--- config.mk ---
export PLATFORM = sky130hd
export DESIGN_NAME = dtc_top
export DESIGN_NICKNAME = d
export VERILOG_FILES = /design/src/pkg/dtc_pkg.sv /design/src/hdl/dtc_divider.sv /design/src/hdl/dtc_falling_edge.sv /design/src/hdl/dtc_top.sv
export SDC_FILE = /design/constraint.sdc
export NUM_CORES = 1
export LEC_CHECK = 0
export BUFFER_PORTS_ARGS = -buffer_cell sky130_fd_sc_hd__buf_4
export CAP_MARGIN = 15
export CORE_AREA = 2 2 87 106
export CTS_CLUSTER_DIAMETER = 50
export DETAILED_ROUTE_END_ITERATION = 7
export DIE_AREA = 0 0 89 108
export PLACE_DENSITY = 0.9
export SETUP_SLACK_MARGIN = 0.15
export SLEW_MARGIN = 20
export SYNTH_ARGS = -nofsm -noshare
export SYNTH_HDL_FRONTEND = slang
export SYNTH_SLANG_ARGS = --single-unit
--- constraint.sdc ---
create_clock -name i_clk -period 3.2 [get_ports i_clk]
set_input_delay 0.48 -clock i_clk [delete_from_list [all_inputs] [get_ports i_clk]]
set_output_delay 0.48 -clock i_clk [all_outputs]
set_load 0.005 [all_outputs]
--- src/pkg/dtc_pkg.sv ---
// Constants shared by the dual timer/counter unit.
// Assumes an 8-bit register port and a single system clock.
`default_nettype none

package dtc_pkg;

  // ****************************************
  // Register offsets
  // ****************************************
  localparam logic [7:0] OFS_CONTROL  = 8'h88;
  localparam logic [7:0] OFS_MODE     = 8'h89;
  localparam logic [7:0] OFS_A_LOW    = 8'h8A;
  localparam logic [7:0] OFS_B_LOW    = 8'h8B;
  localparam logic [7:0] OFS_A_HIGH   = 8'h8C;
  localparam logic [7:0] OFS_B_HIGH   = 8'h8D;
  localparam logic [7:0] OFS_DIVIDER  = 8'h8E;
  localparam logic [7:0] OFS_INT_STAT = 8'h90;
  localparam logic [7:0] OFS_INT_MASK = 8'h91;

  // ****************************************
  // Field positions and reset values
  // ****************************************
  localparam int CTL_B_FLAG = 7;
  localparam int CTL_B_RUN  = 6;
  localparam int CTL_A_FLAG = 5;
  localparam int CTL_A_RUN  = 4;
  localparam int MOD_B_GATE = 7;
  localparam int MOD_B_CSEL = 6;
  localparam int MOD_B_MHI  = 5;
  localparam int MOD_B_MLO  = 4;
  localparam int MOD_A_GATE = 3;
  localparam int MOD_A_CSEL = 2;
  localparam int MOD_A_MHI  = 1;
  localparam int MOD_A_MLO  = 0;
  localparam int DIV_B_SEL  = 4;
  localparam int DIV_A_SEL  = 3;
  localparam int INT_A      = 0;
  localparam int INT_B      = 1;
  localparam logic [7:0] DIVIDER_RESET = 8'hC0;
  localparam logic [7:0] BYTE_ZERO     = 8'h00;
  localparam logic [7:0] BYTE_ONES     = 8'hFF;
  localparam logic [4:0] PRESCALE_TOP  = 5'h1F;
  localparam logic [1:0] INT_MASK_RESET = 2'h0;

  // ****************************************
  // Clock division ratios (system clock 50 ns)
  // ****************************************
  localparam logic [3:0] DIV_SLOW = 4'hC;
  localparam logic [3:0] DIV_FAST = 4'h4;

  // Counting modes
  typedef enum logic [1:0] {
    DTC_MODE13 = 2'b00,
    DTC_MODE16 = 2'b01,
    DTC_MODE8R = 2'b10,
    DTC_SPLIT  = 2'b11
  } dtc_mode_t;

endpackage : dtc_pkg

`default_nettype wire

--- src/hdl/dtc_divider.sv ---
// Divides the system clock by 12 or 4 into one-cycle ticks.
// Assumes i_fast may change at any time; the count wraps safely.
`timescale 1ns/1ps
`default_nettype none

module dtc_divider
(
  // Clock and reset
  input  wire logic i_clk,
  input  wire logic i_resetn,
  // Ratio select and tick
  input  wire logic i_fast,
  output logic      o_tick
);
  import dtc_pkg::*;

  logic [3:0] cnt_reg;
  logic [3:0] last;

  // Terminal count of the chosen ratio
  assign last = (i_fast ? DIV_FAST : DIV_SLOW) - 4'h1;

  // ****************************************
  // Counter
  // ****************************************
  // >= guards a switch from slow to fast mid-count
  always_ff @(posedge i_clk)
  begin
    if (!i_resetn)
      cnt_reg <= 4'h0;
    else if (cnt_reg >= last)
      cnt_reg <= 4'h0;
    else
      cnt_reg <= cnt_reg + 4'h1;
  end

  assign o_tick = (cnt_reg == last);
endmodule : dtc_divider

`default_nettype wire

--- src/hdl/dtc_falling_edge.sv ---
// Samples one external pin each clock and flags falling edges.
// Assumes the pin is already synchronous to i_clk.
`timescale 1ns/1ps
`default_nettype none

module dtc_falling_edge
(
  // Clock and reset
  input  wire logic i_clk,
  input  wire logic i_resetn,
  // Pin and edge
  input  wire logic i_pin,
  output logic      o_fall
);
  import dtc_pkg::*;

  logic sample_reg;
  logic prev_reg;

  // ****************************************
  // Sampling
  // ****************************************
  // Reset to high so a pin held low gives one edge after reset
  always_ff @(posedge i_clk)
  begin
    if (!i_resetn)
    begin
      sample_reg <= 1'b1;
      prev_reg   <= 1'b1;
    end
    else
    begin
      sample_reg <= i_pin;
      prev_reg   <= sample_reg;
    end
  end

  assign o_fall = prev_reg & ~sample_reg;
endmodule : dtc_falling_edge

`default_nettype wire

--- src/hdl/dtc_top.sv ---
// Dual 16-bit timer/counter unit with register port and interrupt.
// Assumes count and gate pins are synchronous to i_clk and that
// the processor pulses the service-entry inputs once per entry.
//
// Overview of operation
// - Timer mode counts every twelve clocks
// - Counter mode counts sampled pin falling edges
// - Service entry clears the overflow flag
// - Run bit enables; clearing holds count
// - Gate bit qualifies counting with gate pin
// - Counter-select picks pin or divided clock
// - Mode 0: 5-bit prescaler, 13-bit counter
// - Mode 1: cascaded 16-bit counter
// - Mode 2: 8-bit counter reloads from high
// - Mode 3 splits first timer in two
// - Second divider bit picks four or twelve
// - First divider bit picks four or twelve
// - Split high byte uses second timer controls
//
// The plain strobed port was left to the implementer.
`timescale 1ns/1ps
`default_nettype none

module dtc_top
(
  // Clock and reset
  input  wire logic       i_clk,
  input  wire logic       i_resetn,
  // Register port
  input  wire logic [7:0] i_addr,
  input  wire logic [7:0] i_wdata,
  input  wire logic       i_wr,
  input  wire logic       i_rd,
  output logic      [7:0] o_rdata,
  // External pins
  input  wire logic       i_timer_a_input_pin,
  input  wire logic       i_timer_b_input_pin,
  input  wire logic       i_timer_a_gate_pin,
  input  wire logic       i_timer_b_gate_pin,
  // Service routine entry pulses
  input  wire logic       i_timer_a_isr_enter,
  input  wire logic       i_timer_b_isr_enter,
  // Flags and interrupt
  output logic            o_timer_a_overflow_flag,
  output logic            o_timer_b_overflow_flag,
  output logic            o_irq
);
  import dtc_pkg::*;

  // ****************************************
  // Declarations
  // ****************************************
  logic [7:0] control_reg;
  logic [7:0] mode_reg;
  logic [7:0] divider_reg;
  logic [7:0] a_low_reg;
  logic [7:0] a_high_reg;
  logic [7:0] b_low_reg;
  logic [7:0] b_high_reg;
  logic [1:0] int_stat_reg;
  logic [1:0] int_mask_reg;
  logic       flag_a_reg;
  logic       flag_b_reg;
  logic [7:0] rdata_reg;
  logic       irq_reg;

  logic       tick_a;
  logic       tick_b;
  logic       fall_a;
  logic       fall_b;
  logic       en_a;
  logic       en_b;
  logic       inc_a;
  logic       inc_a_hi;
  logic       inc_b;
  logic       split;
  dtc_mode_t  mode_a;
  dtc_mode_t  mode_b;
  logic [16:0] step_a;
  logic [16:0] step_b;
  logic [7:0] a_low_next;
  logic [7:0] a_high_next;
  logic [7:0] b_low_next;
  logic [7:0] b_high_next;
  logic       ovf_a;
  logic       ovf_b;
  logic [7:0] rdata_next;

  logic wr_ctl;
  logic wr_a_lo;
  logic wr_a_hi;
  logic wr_b_lo;
  logic wr_b_hi;

  assign wr_ctl  = i_wr && (i_addr == OFS_CONTROL);
  assign wr_a_lo = i_wr && (i_addr == OFS_A_LOW);
  assign wr_a_hi = i_wr && (i_addr == OFS_A_HIGH);
  assign wr_b_lo = i_wr && (i_addr == OFS_B_LOW);
  assign wr_b_hi = i_wr && (i_addr == OFS_B_HIGH);

  // ****************************************
  // Clock sources
  // ****************************************
  dtc_divider u_div_a
  (
    .i_clk    (i_clk),
    .i_resetn (i_resetn),
    .i_fast   (divider_reg[DIV_A_SEL]),
    .o_tick   (tick_a)
  );

  dtc_divider u_div_b
  (
    .i_clk    (i_clk),
    .i_resetn (i_resetn),
    .i_fast   (divider_reg[DIV_B_SEL]),
    .o_tick   (tick_b)
  );

  dtc_falling_edge u_edge_a
  (
    .i_clk    (i_clk),
    .i_resetn (i_resetn),
    .i_pin    (i_timer_a_input_pin),
    .o_fall   (fall_a)
  );

  dtc_falling_edge u_edge_b
  (
    .i_clk    (i_clk),
    .i_resetn (i_resetn),
    .i_pin    (i_timer_b_input_pin),
    .o_fall   (fall_b)
  );

  // ****************************************
  // Count enables
  // ****************************************
  // Run bit, then optional gate pin level
  assign mode_a = dtc_mode_t'(mode_reg[MOD_A_MHI:MOD_A_MLO]);
  assign mode_b = dtc_mode_t'(mode_reg[MOD_B_MHI:MOD_B_MLO]);
  assign split  = (mode_a == DTC_SPLIT);
  assign en_a   = control_reg[CTL_A_RUN] &&
                  (!mode_reg[MOD_A_GATE] || i_timer_a_gate_pin);
  assign en_b   = control_reg[CTL_B_RUN] &&
                  (!mode_reg[MOD_B_GATE] || i_timer_b_gate_pin);
  assign inc_a  = en_a &&
                  (mode_reg[MOD_A_CSEL] ? fall_a : tick_a);
  assign inc_b  = en_b &&
                  (mode_reg[MOD_B_CSEL] ? fall_b : tick_b);
  // Split high byte is a pure timer on the second controls
  assign inc_a_hi = en_b && tick_a;

  // One increment step for modes 0..2; returns {ovf, high, low}
  function automatic logic [16:0] dtc_step(input dtc_mode_t m,
                                           input logic [7:0] lo,
                                           input logic [7:0] hi);
    logic [16:0] r;
    r = {1'b0, hi, lo};
    case (m)
      DTC_MODE13:
      begin
        r[4:0] = lo[4:0] + 5'h1;
        if (lo[4:0] == PRESCALE_TOP)
        begin
          r[15:8] = hi + 8'h1;
          r[16]   = (hi == BYTE_ONES);
        end
      end
      DTC_MODE16:
        r = {1'b0, hi, lo} + 17'h1;
      DTC_MODE8R:
      begin
        if (lo == BYTE_ONES)
        begin
          r[7:0] = hi;
          r[16]  = 1'b1;
        end
        else
          r[7:0] = lo + 8'h1;
      end
      default:
        r = {1'b0, hi, lo}; // Split not allowed here: hold
    endcase
    return r;
  endfunction : dtc_step

  assign step_a = dtc_step(mode_a, a_low_reg, a_high_reg);
  assign step_b = dtc_step(mode_b, b_low_reg, b_high_reg);

  // ****************************************
  // Next count values
  // ****************************************
  // Software load beats a count in the same cycle
  always_comb
  begin
    a_low_next  = a_low_reg;
    a_high_next = a_high_reg;
    ovf_a       = 1'b0;
    ovf_b       = 1'b0;
    if (split)
    begin
      if (inc_a)
      begin
        a_low_next = a_low_reg + 8'h1;
        ovf_a      = (a_low_reg == BYTE_ONES);
      end
      if (inc_a_hi)
      begin
        a_high_next = a_high_reg + 8'h1;
        ovf_b       = (a_high_reg == BYTE_ONES);
      end
    end
    else if (inc_a)
    begin
      a_low_next  = step_a[7:0];
      a_high_next = step_a[15:8];
      ovf_a       = step_a[16];
    end
    b_low_next  = b_low_reg;
    b_high_next = b_high_reg;
    if (inc_b)
    begin
      b_low_next  = step_b[7:0];
      b_high_next = step_b[15:8];
      // Second flag belongs to the split high byte
      if (!split)
        ovf_b = step_b[16];
    end
    if (wr_a_lo)
      a_low_next = i_wdata;
    if (wr_a_hi)
      a_high_next = i_wdata;
    if (wr_b_lo)
      b_low_next = i_wdata;
    if (wr_b_hi)
      b_high_next = i_wdata;
  end

  // Count registers
  always_ff @(posedge i_clk)
  begin
    if (!i_resetn)
    begin
      a_low_reg  <= BYTE_ZERO;
      a_high_reg <= BYTE_ZERO;
      b_low_reg  <= BYTE_ZERO;
      b_high_reg <= BYTE_ZERO;
    end
    else
    begin
      a_low_reg  <= a_low_next;
      a_high_reg <= a_high_next;
      b_low_reg  <= b_low_next;
      b_high_reg <= b_high_next;
    end
  end

  // ****************************************
  // Configuration registers
  // ****************************************
  // Low control bits are stored but drive nothing here
  always_ff @(posedge i_clk)
  begin
    if (!i_resetn)
    begin
      control_reg <= BYTE_ZERO;
      mode_reg    <= BYTE_ZERO;
      divider_reg <= DIVIDER_RESET;
    end
    else
    begin
      if (wr_ctl)
        control_reg <= i_wdata;
      if (i_wr && (i_addr == OFS_MODE))
        mode_reg <= i_wdata;
      if (i_wr && (i_addr == OFS_DIVIDER))
        divider_reg <= i_wdata;
    end
  end

  // ****************************************
  // Overflow flags
  // ****************************************
  // Overflow set wins over service clear and software write
  always_ff @(posedge i_clk)
  begin
    if (!i_resetn)
    begin
      flag_a_reg <= 1'b0;
      flag_b_reg <= 1'b0;
    end
    else
    begin
      if (ovf_a)
        flag_a_reg <= 1'b1;
      else if (wr_ctl)
        flag_a_reg <= i_wdata[CTL_A_FLAG];
      else if (i_timer_a_isr_enter)
        flag_a_reg <= 1'b0;
      if (ovf_b)
        flag_b_reg <= 1'b1;
      else if (wr_ctl)
        flag_b_reg <= i_wdata[CTL_B_FLAG];
      else if (i_timer_b_isr_enter)
        flag_b_reg <= 1'b0;
    end
  end

  // ****************************************
  // Interrupt status and mask
  // ****************************************
  // Write one to clear; a new overflow wins
  always_ff @(posedge i_clk)
  begin
    if (!i_resetn)
    begin
      int_stat_reg <= INT_MASK_RESET;
      int_mask_reg <= INT_MASK_RESET;
      irq_reg      <= 1'b0;
    end
    else
    begin
      if (i_wr && (i_addr == OFS_INT_STAT))
        int_stat_reg <= (int_stat_reg & ~i_wdata[1:0]) | {ovf_b, ovf_a};
      else
        int_stat_reg <= int_stat_reg | {ovf_b, ovf_a};
      if (i_wr && (i_addr == OFS_INT_MASK))
        int_mask_reg <= i_wdata[1:0];
      irq_reg <= |(int_stat_reg & int_mask_reg);
    end
  end

  // ****************************************
  // Read path
  // ****************************************
  // Unmapped addresses read zero
  always_comb
  begin
    rdata_next = BYTE_ZERO;
    case (i_addr)
      OFS_CONTROL:
      begin
        rdata_next             = control_reg;
        rdata_next[CTL_A_FLAG] = flag_a_reg;
        rdata_next[CTL_B_FLAG] = flag_b_reg;
      end
      OFS_MODE:     rdata_next = mode_reg;
      OFS_A_LOW:    rdata_next = a_low_reg;
      OFS_A_HIGH:   rdata_next = a_high_reg;
      OFS_B_LOW:    rdata_next = b_low_reg;
      OFS_B_HIGH:   rdata_next = b_high_reg;
      OFS_DIVIDER:  rdata_next = divider_reg;
      OFS_INT_STAT: rdata_next = {6'h00, int_stat_reg};
      OFS_INT_MASK: rdata_next = {6'h00, int_mask_reg};
      default:      rdata_next = BYTE_ZERO;
    endcase
  end

  // Data stand one cycle after the strobe only
  always_ff @(posedge i_clk)
  begin
    if (!i_resetn)
      rdata_reg <= BYTE_ZERO;
    else if (i_rd)
      rdata_reg <= rdata_next;
    else
      rdata_reg <= BYTE_ZERO;
  end

  assign o_rdata                 = rdata_reg;
  assign o_irq                   = irq_reg;
  assign o_timer_a_overflow_flag = flag_a_reg;
  assign o_timer_b_overflow_flag = flag_b_reg;
endmodule : dtc_top

`default_nettype wire

# [Word level (Yosys, flattened, before mapping)]
# Index checks and enable logic that the tools add are counted.
[totals] reg_bits=82 latch_bits=0 ram_bits=0 mem_bits_ro=0 output_inout_bits=11 elab_cells=157 n_memories=0
[classes] addsub=12 multipliers=0 n_div=0 order_cmp=2 eq_ne=25 n_shift=0 n_mux=45 bitwise=10 reduce_logical=42
[ops] operator="$mux 8" count=14
[ops] operator="$eq 8x8->1 const B" count=13
[ops] operator="$pmux 8 s9" count=1
[ops] operator="$add 16x1->17 const B" count=2
[ops] operator="$add 8x1->8 const B" count=4
[ops] operator="$pmux 8 s2" count=2
[ops] operator="$pmux 5 s3" count=2
[ops] operator="$mux 9" count=2
[ops] operator="$mux 1" count=17
[ops] operator="$reduce_bool 3->1" count=5
[ops] operator="$logic_and 1x1->1" count=14
[ops] operator="$pmux 3 s2" count=2
[ops] operator="$reduce_bool 4->1" count=3
[ops] operator="$add 5x1->5 const B" count=2
[ops] operator="$eq 5x5->1 const B" count=2
[ops] operator="$reduce_and 2->1" count=5
[ops] operator="$add 4x1->4 const B" count=2
[ops] operator="$eq 4x4->1" count=2
[ops] operator="$ge 4x4->1" count=2
[ops] operator="$mux 4" count=2
[ops] operator="$sub 4x1->4 const B" count=2
[ops] operator="$eq 2x2->1 const B" count=3
[ops] operator="$pmux 1 s3" count=2
[ops] operator="$reduce_bool 2->1" count=3
[ops] operator="other kinds (17)" count=28

# [Depth between registers and ports, before layout]
[logic_depth] ltp_word=10 ltp_mapped=8 mapped_depth_nobuf=8

# [By module]
# From an unflattened synthesis, not the netlist that was laid out.
[unflattened] cells_unflattened=596 area_unflattened_um2=4937.2
[by_module_without_submodules] module="dtc_top" instances=1 cells_each=552 area_per_inst_um2=4481.8 seq_area_each_um2=1381.3
[by_module_without_submodules] module="dtc_divider" instances=2 cells_each=17 area_per_inst_um2=168.9 seq_area_each_um2=80.1
[by_module_without_submodules] module="dtc_falling_edge" instances=2 cells_each=5 area_per_inst_um2=58.8 seq_area_each_um2=40.0

# [Worst setup path after synthesis]
# Ideal clock, no wire load.
[synth_path] kind="reg-to-reg" start="register a_low_reg[1]" end="register a_high_reg[3]" t_arrival_ps=2255 required_ps=3126 setup_slack_ps=871 path_stages_with_launch=9 path_buffers=0 synth_period_minus_slack_ps=2329 path_cell_list="dfxtp_1 ha_1 and3_1 ha_1 mux2i_1 a2111o_1 and2_4 or4_1 a31oi_1"
[synth_via] elab_chain_len=5
[synth_rtl] element="start, declared" line="dtc_top.sv:56" source="logic [7:0] a_low_reg;"
[synth_rtl] element="start signal, assigned" line="dtc_top.sv:252" source="a_low_reg <= a_low_next;"
[synth_rtl] element="$add 16x1->17" line="dtc_top.sv:171" source="r = {1'b0, hi, lo} + 17'h1;"
[synth_rtl] element="$pmux 8 s2" line="dtc_top.sv:160" source="case (m)"
[synth_rtl] element="$mux 8" line="dtc_top.sv:214" source="else if (inc_a)"
[synth_rtl] element="$mux 8" line="dtc_top.sv:201" source="if (split)"
[synth_rtl] element="$mux 8" line="dtc_top.sv:232" source="if (wr_a_hi)"
[synth_rtl] element="end signal, assigned" line="dtc_top.sv:253" source="a_high_reg <= a_high_next;"
[synth_rtl] element="end, declared" line="dtc_top.sv:57" source="logic [7:0] a_high_reg;"
# Several ways; a longest one is shown, not always the timed one. The select of a mux whose other input is x is not followed.
# A chain may end at the register's enable or synchronous reset.

# [Worst setup path in the final report]
[layout_path] start="register a_low_reg[0]" end="register a_high_reg[3]"
# The elaborated chain is that of the path after synthesis.

==> metrics <==
status complete, no violations; Core Box Area 8518 um2; gr usage total 35.14%; critical path class flop to flop; Leak 2.148 nW; Initial Util 60.19%; sequential element share of the synthesized area 31.63%; ant diodes 0; max-slew violation count 0; f_max 392.4 MHz; power per standard cell area 356.8 nW/um2; simple-gate share of the synthesized area 26.43%; Die W 89 um; MaxCap Viol Count 0; initial antenna violation count 0; Synth Area in XOR/XNOR 2.733%; largest net degree at the start of global routing 48; CTS sink cnt 81; Worst setup EP type flop; Slew headroom 23.56%; final number of setup-violating endpoints 0; Hold Path Depth 2; IO Pins 37; hold_buf cts 0; count of cell types in the netlist 77; # fillers 765; Design Area, Final 5635 um2; via/cell ratio 6.754; Syn-to-layout area delta 9.907%; combinational power share 6.6%; Synth Register Bits 81; Worst-path clk slew 0.08 ns; postcts setup bufs 0; final net count 689; register area 1622 um2; Buffers on Ports 36; die height 108 um; top_reg_cell synth dfxtp_1; Detailed Routing Iterations Pass 1 5; Total Wirelength 15990 um; Post-synth EDFFs 0; Peak supply drop 0.2469 mV; Cells after Synth 633; async set-or-reset flop fraction in the synthesized netlist 0%; clock skew 0.009713 ns; Sw Pwr 0.0004868 W; Pwr Total 0.002010 W; post-synthesis average cell area 8.100 um2; Placed Instances 752; vias in the first global route 4924; switch share 24.21%; worst path required time 3.49 ns; hpwl dp 11480 um; Post-Syn Area 5127 um2; vias 5187; RePlAce Congestion 1.059; Final min period 2.549 ns; setup ws final 0.6513 ns; layout cells sized above 1 12.29%; cts repair resizes 0; Clock power frac 42.4%; Clock Path Buffers 2; worst path arrival time 2.84 ns; first-pass GRT wire length 25790 um; crit share post-route 79.65%; CTS Buf Count 9; clk_lat worst skew 0.37 ns; multi-input combinational cell area 3283 um2; post-route ant nets 0; Least-Margin Pin Slew 1.145 ns; final setup TNS 0 ns; top cells by area, synth dfxtp_1 32%, mux2i_1 7.4%, nor2_1 4.8%; row cnt 37; Post-Syn Nets 676; total gr overflow 0; Tightest Hold Check Type primary input to flop; worst r2r path cells 8; top cell type's share of synthesized area 31.63%; CTS tree built; Setup WS pre-CTS 0.6924 ns; Syn. warnings 0; post-synthesis mux area share 8.956%; RSZ-0062 raised after global routing false; startpoint types flop; fin cells 768; DRC viols 0; Synth area leader dfxtp_1; Reg power frac 51.0%; largest family of logic cells by synthesized area simple AND/OR/NAND/NOR gates; Pint 0.001524 W; Fin. Hold Viols 0; 1st-iter DRT viols 595; clock root buffer clkbuf_8; placed cell area 5415 um2; adder-cell share of the synthesized area 4.148%; drt wl/cell 20.82 um; Synth Area in Compound Gates 21.77%; H-tree depth 3; die area 9612 um2; CP Max Fanout 6
-- logic make-up after synthesis --
kind of cell / after synthesis
simple gates: 256
compound gates: 166
flops: 81
buf+inv: 55
mux: 42
fa+ha+maj: 17
xor+xnor: 16
-- critical path, cell delays in order (launching register included) --
cell and delay (ns):
dfxtp_1 0.43, ha_1 0.27, and3_1 0.18, ha_1 0.22
mux2i_1 0.10, a2111o_1 0.42, and2_4 0.20, or4_1 0.49
a31oi_1 0.16
-- per-layer routing --
layer | global-route usage (%) | part of all wire (%)
met5 | 0 | 0
met4 | 18.87 | 5.6
met3 | 6.412 | 9.2
met2 | 55.44 | 47
met1 | 45.24 | 38
-- stage by stage --
| step | hold slack [ns] | util, % |
|---|---|---|
| 2_1_floorplan | 0.4011 | - |
| 6_report | 0.2967 | 66.16 |
| 5_1_grt | 0.2970 | 66.16 |
| 3_3_place_gp | 0.4224 | 63.57 |
| 4_1_cts | 0.2881 | 66.16 |
| 3_5_place_dp | 0.4294 | 63.57 |
-- cells in the mapped netlist (3+ instances only) --
library cell / n
dfxtp_1: 81
nor2_1: 66
nand2_1: 44
o21ai_0: 40
mux2i_1: 38
nand3_1: 36
a21oi_1: 33
clkbuf_1: 27
and3_1: 17
ha_1: 17
inv_1: 17
a31oi_1: 11
nand4_1: 11
xnor2_1: 11
nor3_1: 9
a211oi_1: 8
a21o_1: 8
nand2b_1: 8
nor2b_1: 8
buf_2: 7
a22oi_1: 6
a32oi_1: 6
and4_1: 6
o31ai_1: 6
or3_1: 6
and2_1: 5
nand3b_1: 5
nor4_1: 5
o22ai_1: 5
o32ai_1: 5
xor2_1: 5
a311oi_1: 4
nor3b_1: 4
o211ai_1: 4
or2_2: 4
a31o_2: 3
mux4_2: 3
or3b_2: 3
-- placed cells by master, fill, tap and decap left out, types with 4 or more instances in the layout --
cell type	Yosys	layout
a211oi_1	8	8
a21o_1	8	8
a21oi_1	33	33
a22oi_1	6	6
a311oi_1	4	4
a31oi_1	11	11
a32oi_1	6	6
and2_1	5	5
and3_1	17	17
and4_1	6	6
buf_4	2	40
clkbuf_8	0	10
dfxtp_1	81	81
ha_1	17	17
inv_1	17	17
mux2i_1	38	38
nand2_1	44	44
nand2b_1	8	8
nand3_1	36	36
nand3b_1	5	5
nand4_1	11	11
nor2_1	66	66
nor2b_1	8	8
nor3_1	9	9
nor3b_1	4	4
nor4_1	5	5
o211ai_1	4	4
o21ai_0	40	40
o22ai_1	5	5
o31ai_1	6	6
o32ai_1	5	5
or2_2	4	4
or3_1	6	6
xnor2_1	11	11
xor2_1	5	5
-- power by group through the flow --
| stage | clock, W | combinational, W | sequential, W |
|---|---|---|---|
| after floorplan | 0 | 0.0000736 | 0.00105 |
| final | 0.000852 | 0.000133 | 0.00102 |
| after detailed placement | 0 | 0.000128 | 0.00105 |
| after CTS | 0.000854 | 0.000129 | 0.00102 |
| after global routing | 0.000898 | 0.000143 | 0.00103 |
| after global placement | 0 | 0.000126 | 0.00105 |
-- area by class of cell --
class,count,share of cell area [%]
clock inverters,5,1.399
clock buffers,11,2.509
well taps,117,2.598
repair buffers,40,5.329
inverters,17,1.132
multi-input cells,497,58.26
flip-flops and latches,81,28.77
-- final timing paths --
check                                          from                   to  slack (ns)
worst min-delay path            i_timer_a_input_pin  u_edge_a.sample_reg        0.30
worst max register to register         a_low_reg[0]        a_high_reg[3]        0.65
worst min register to register  u_edge_b.sample_reg    u_edge_b.prev_reg        0.45
worst max-delay path                   a_low_reg[0]        a_high_reg[3]        0.65
Note: power is estimated with default switching activity, not from simulation.
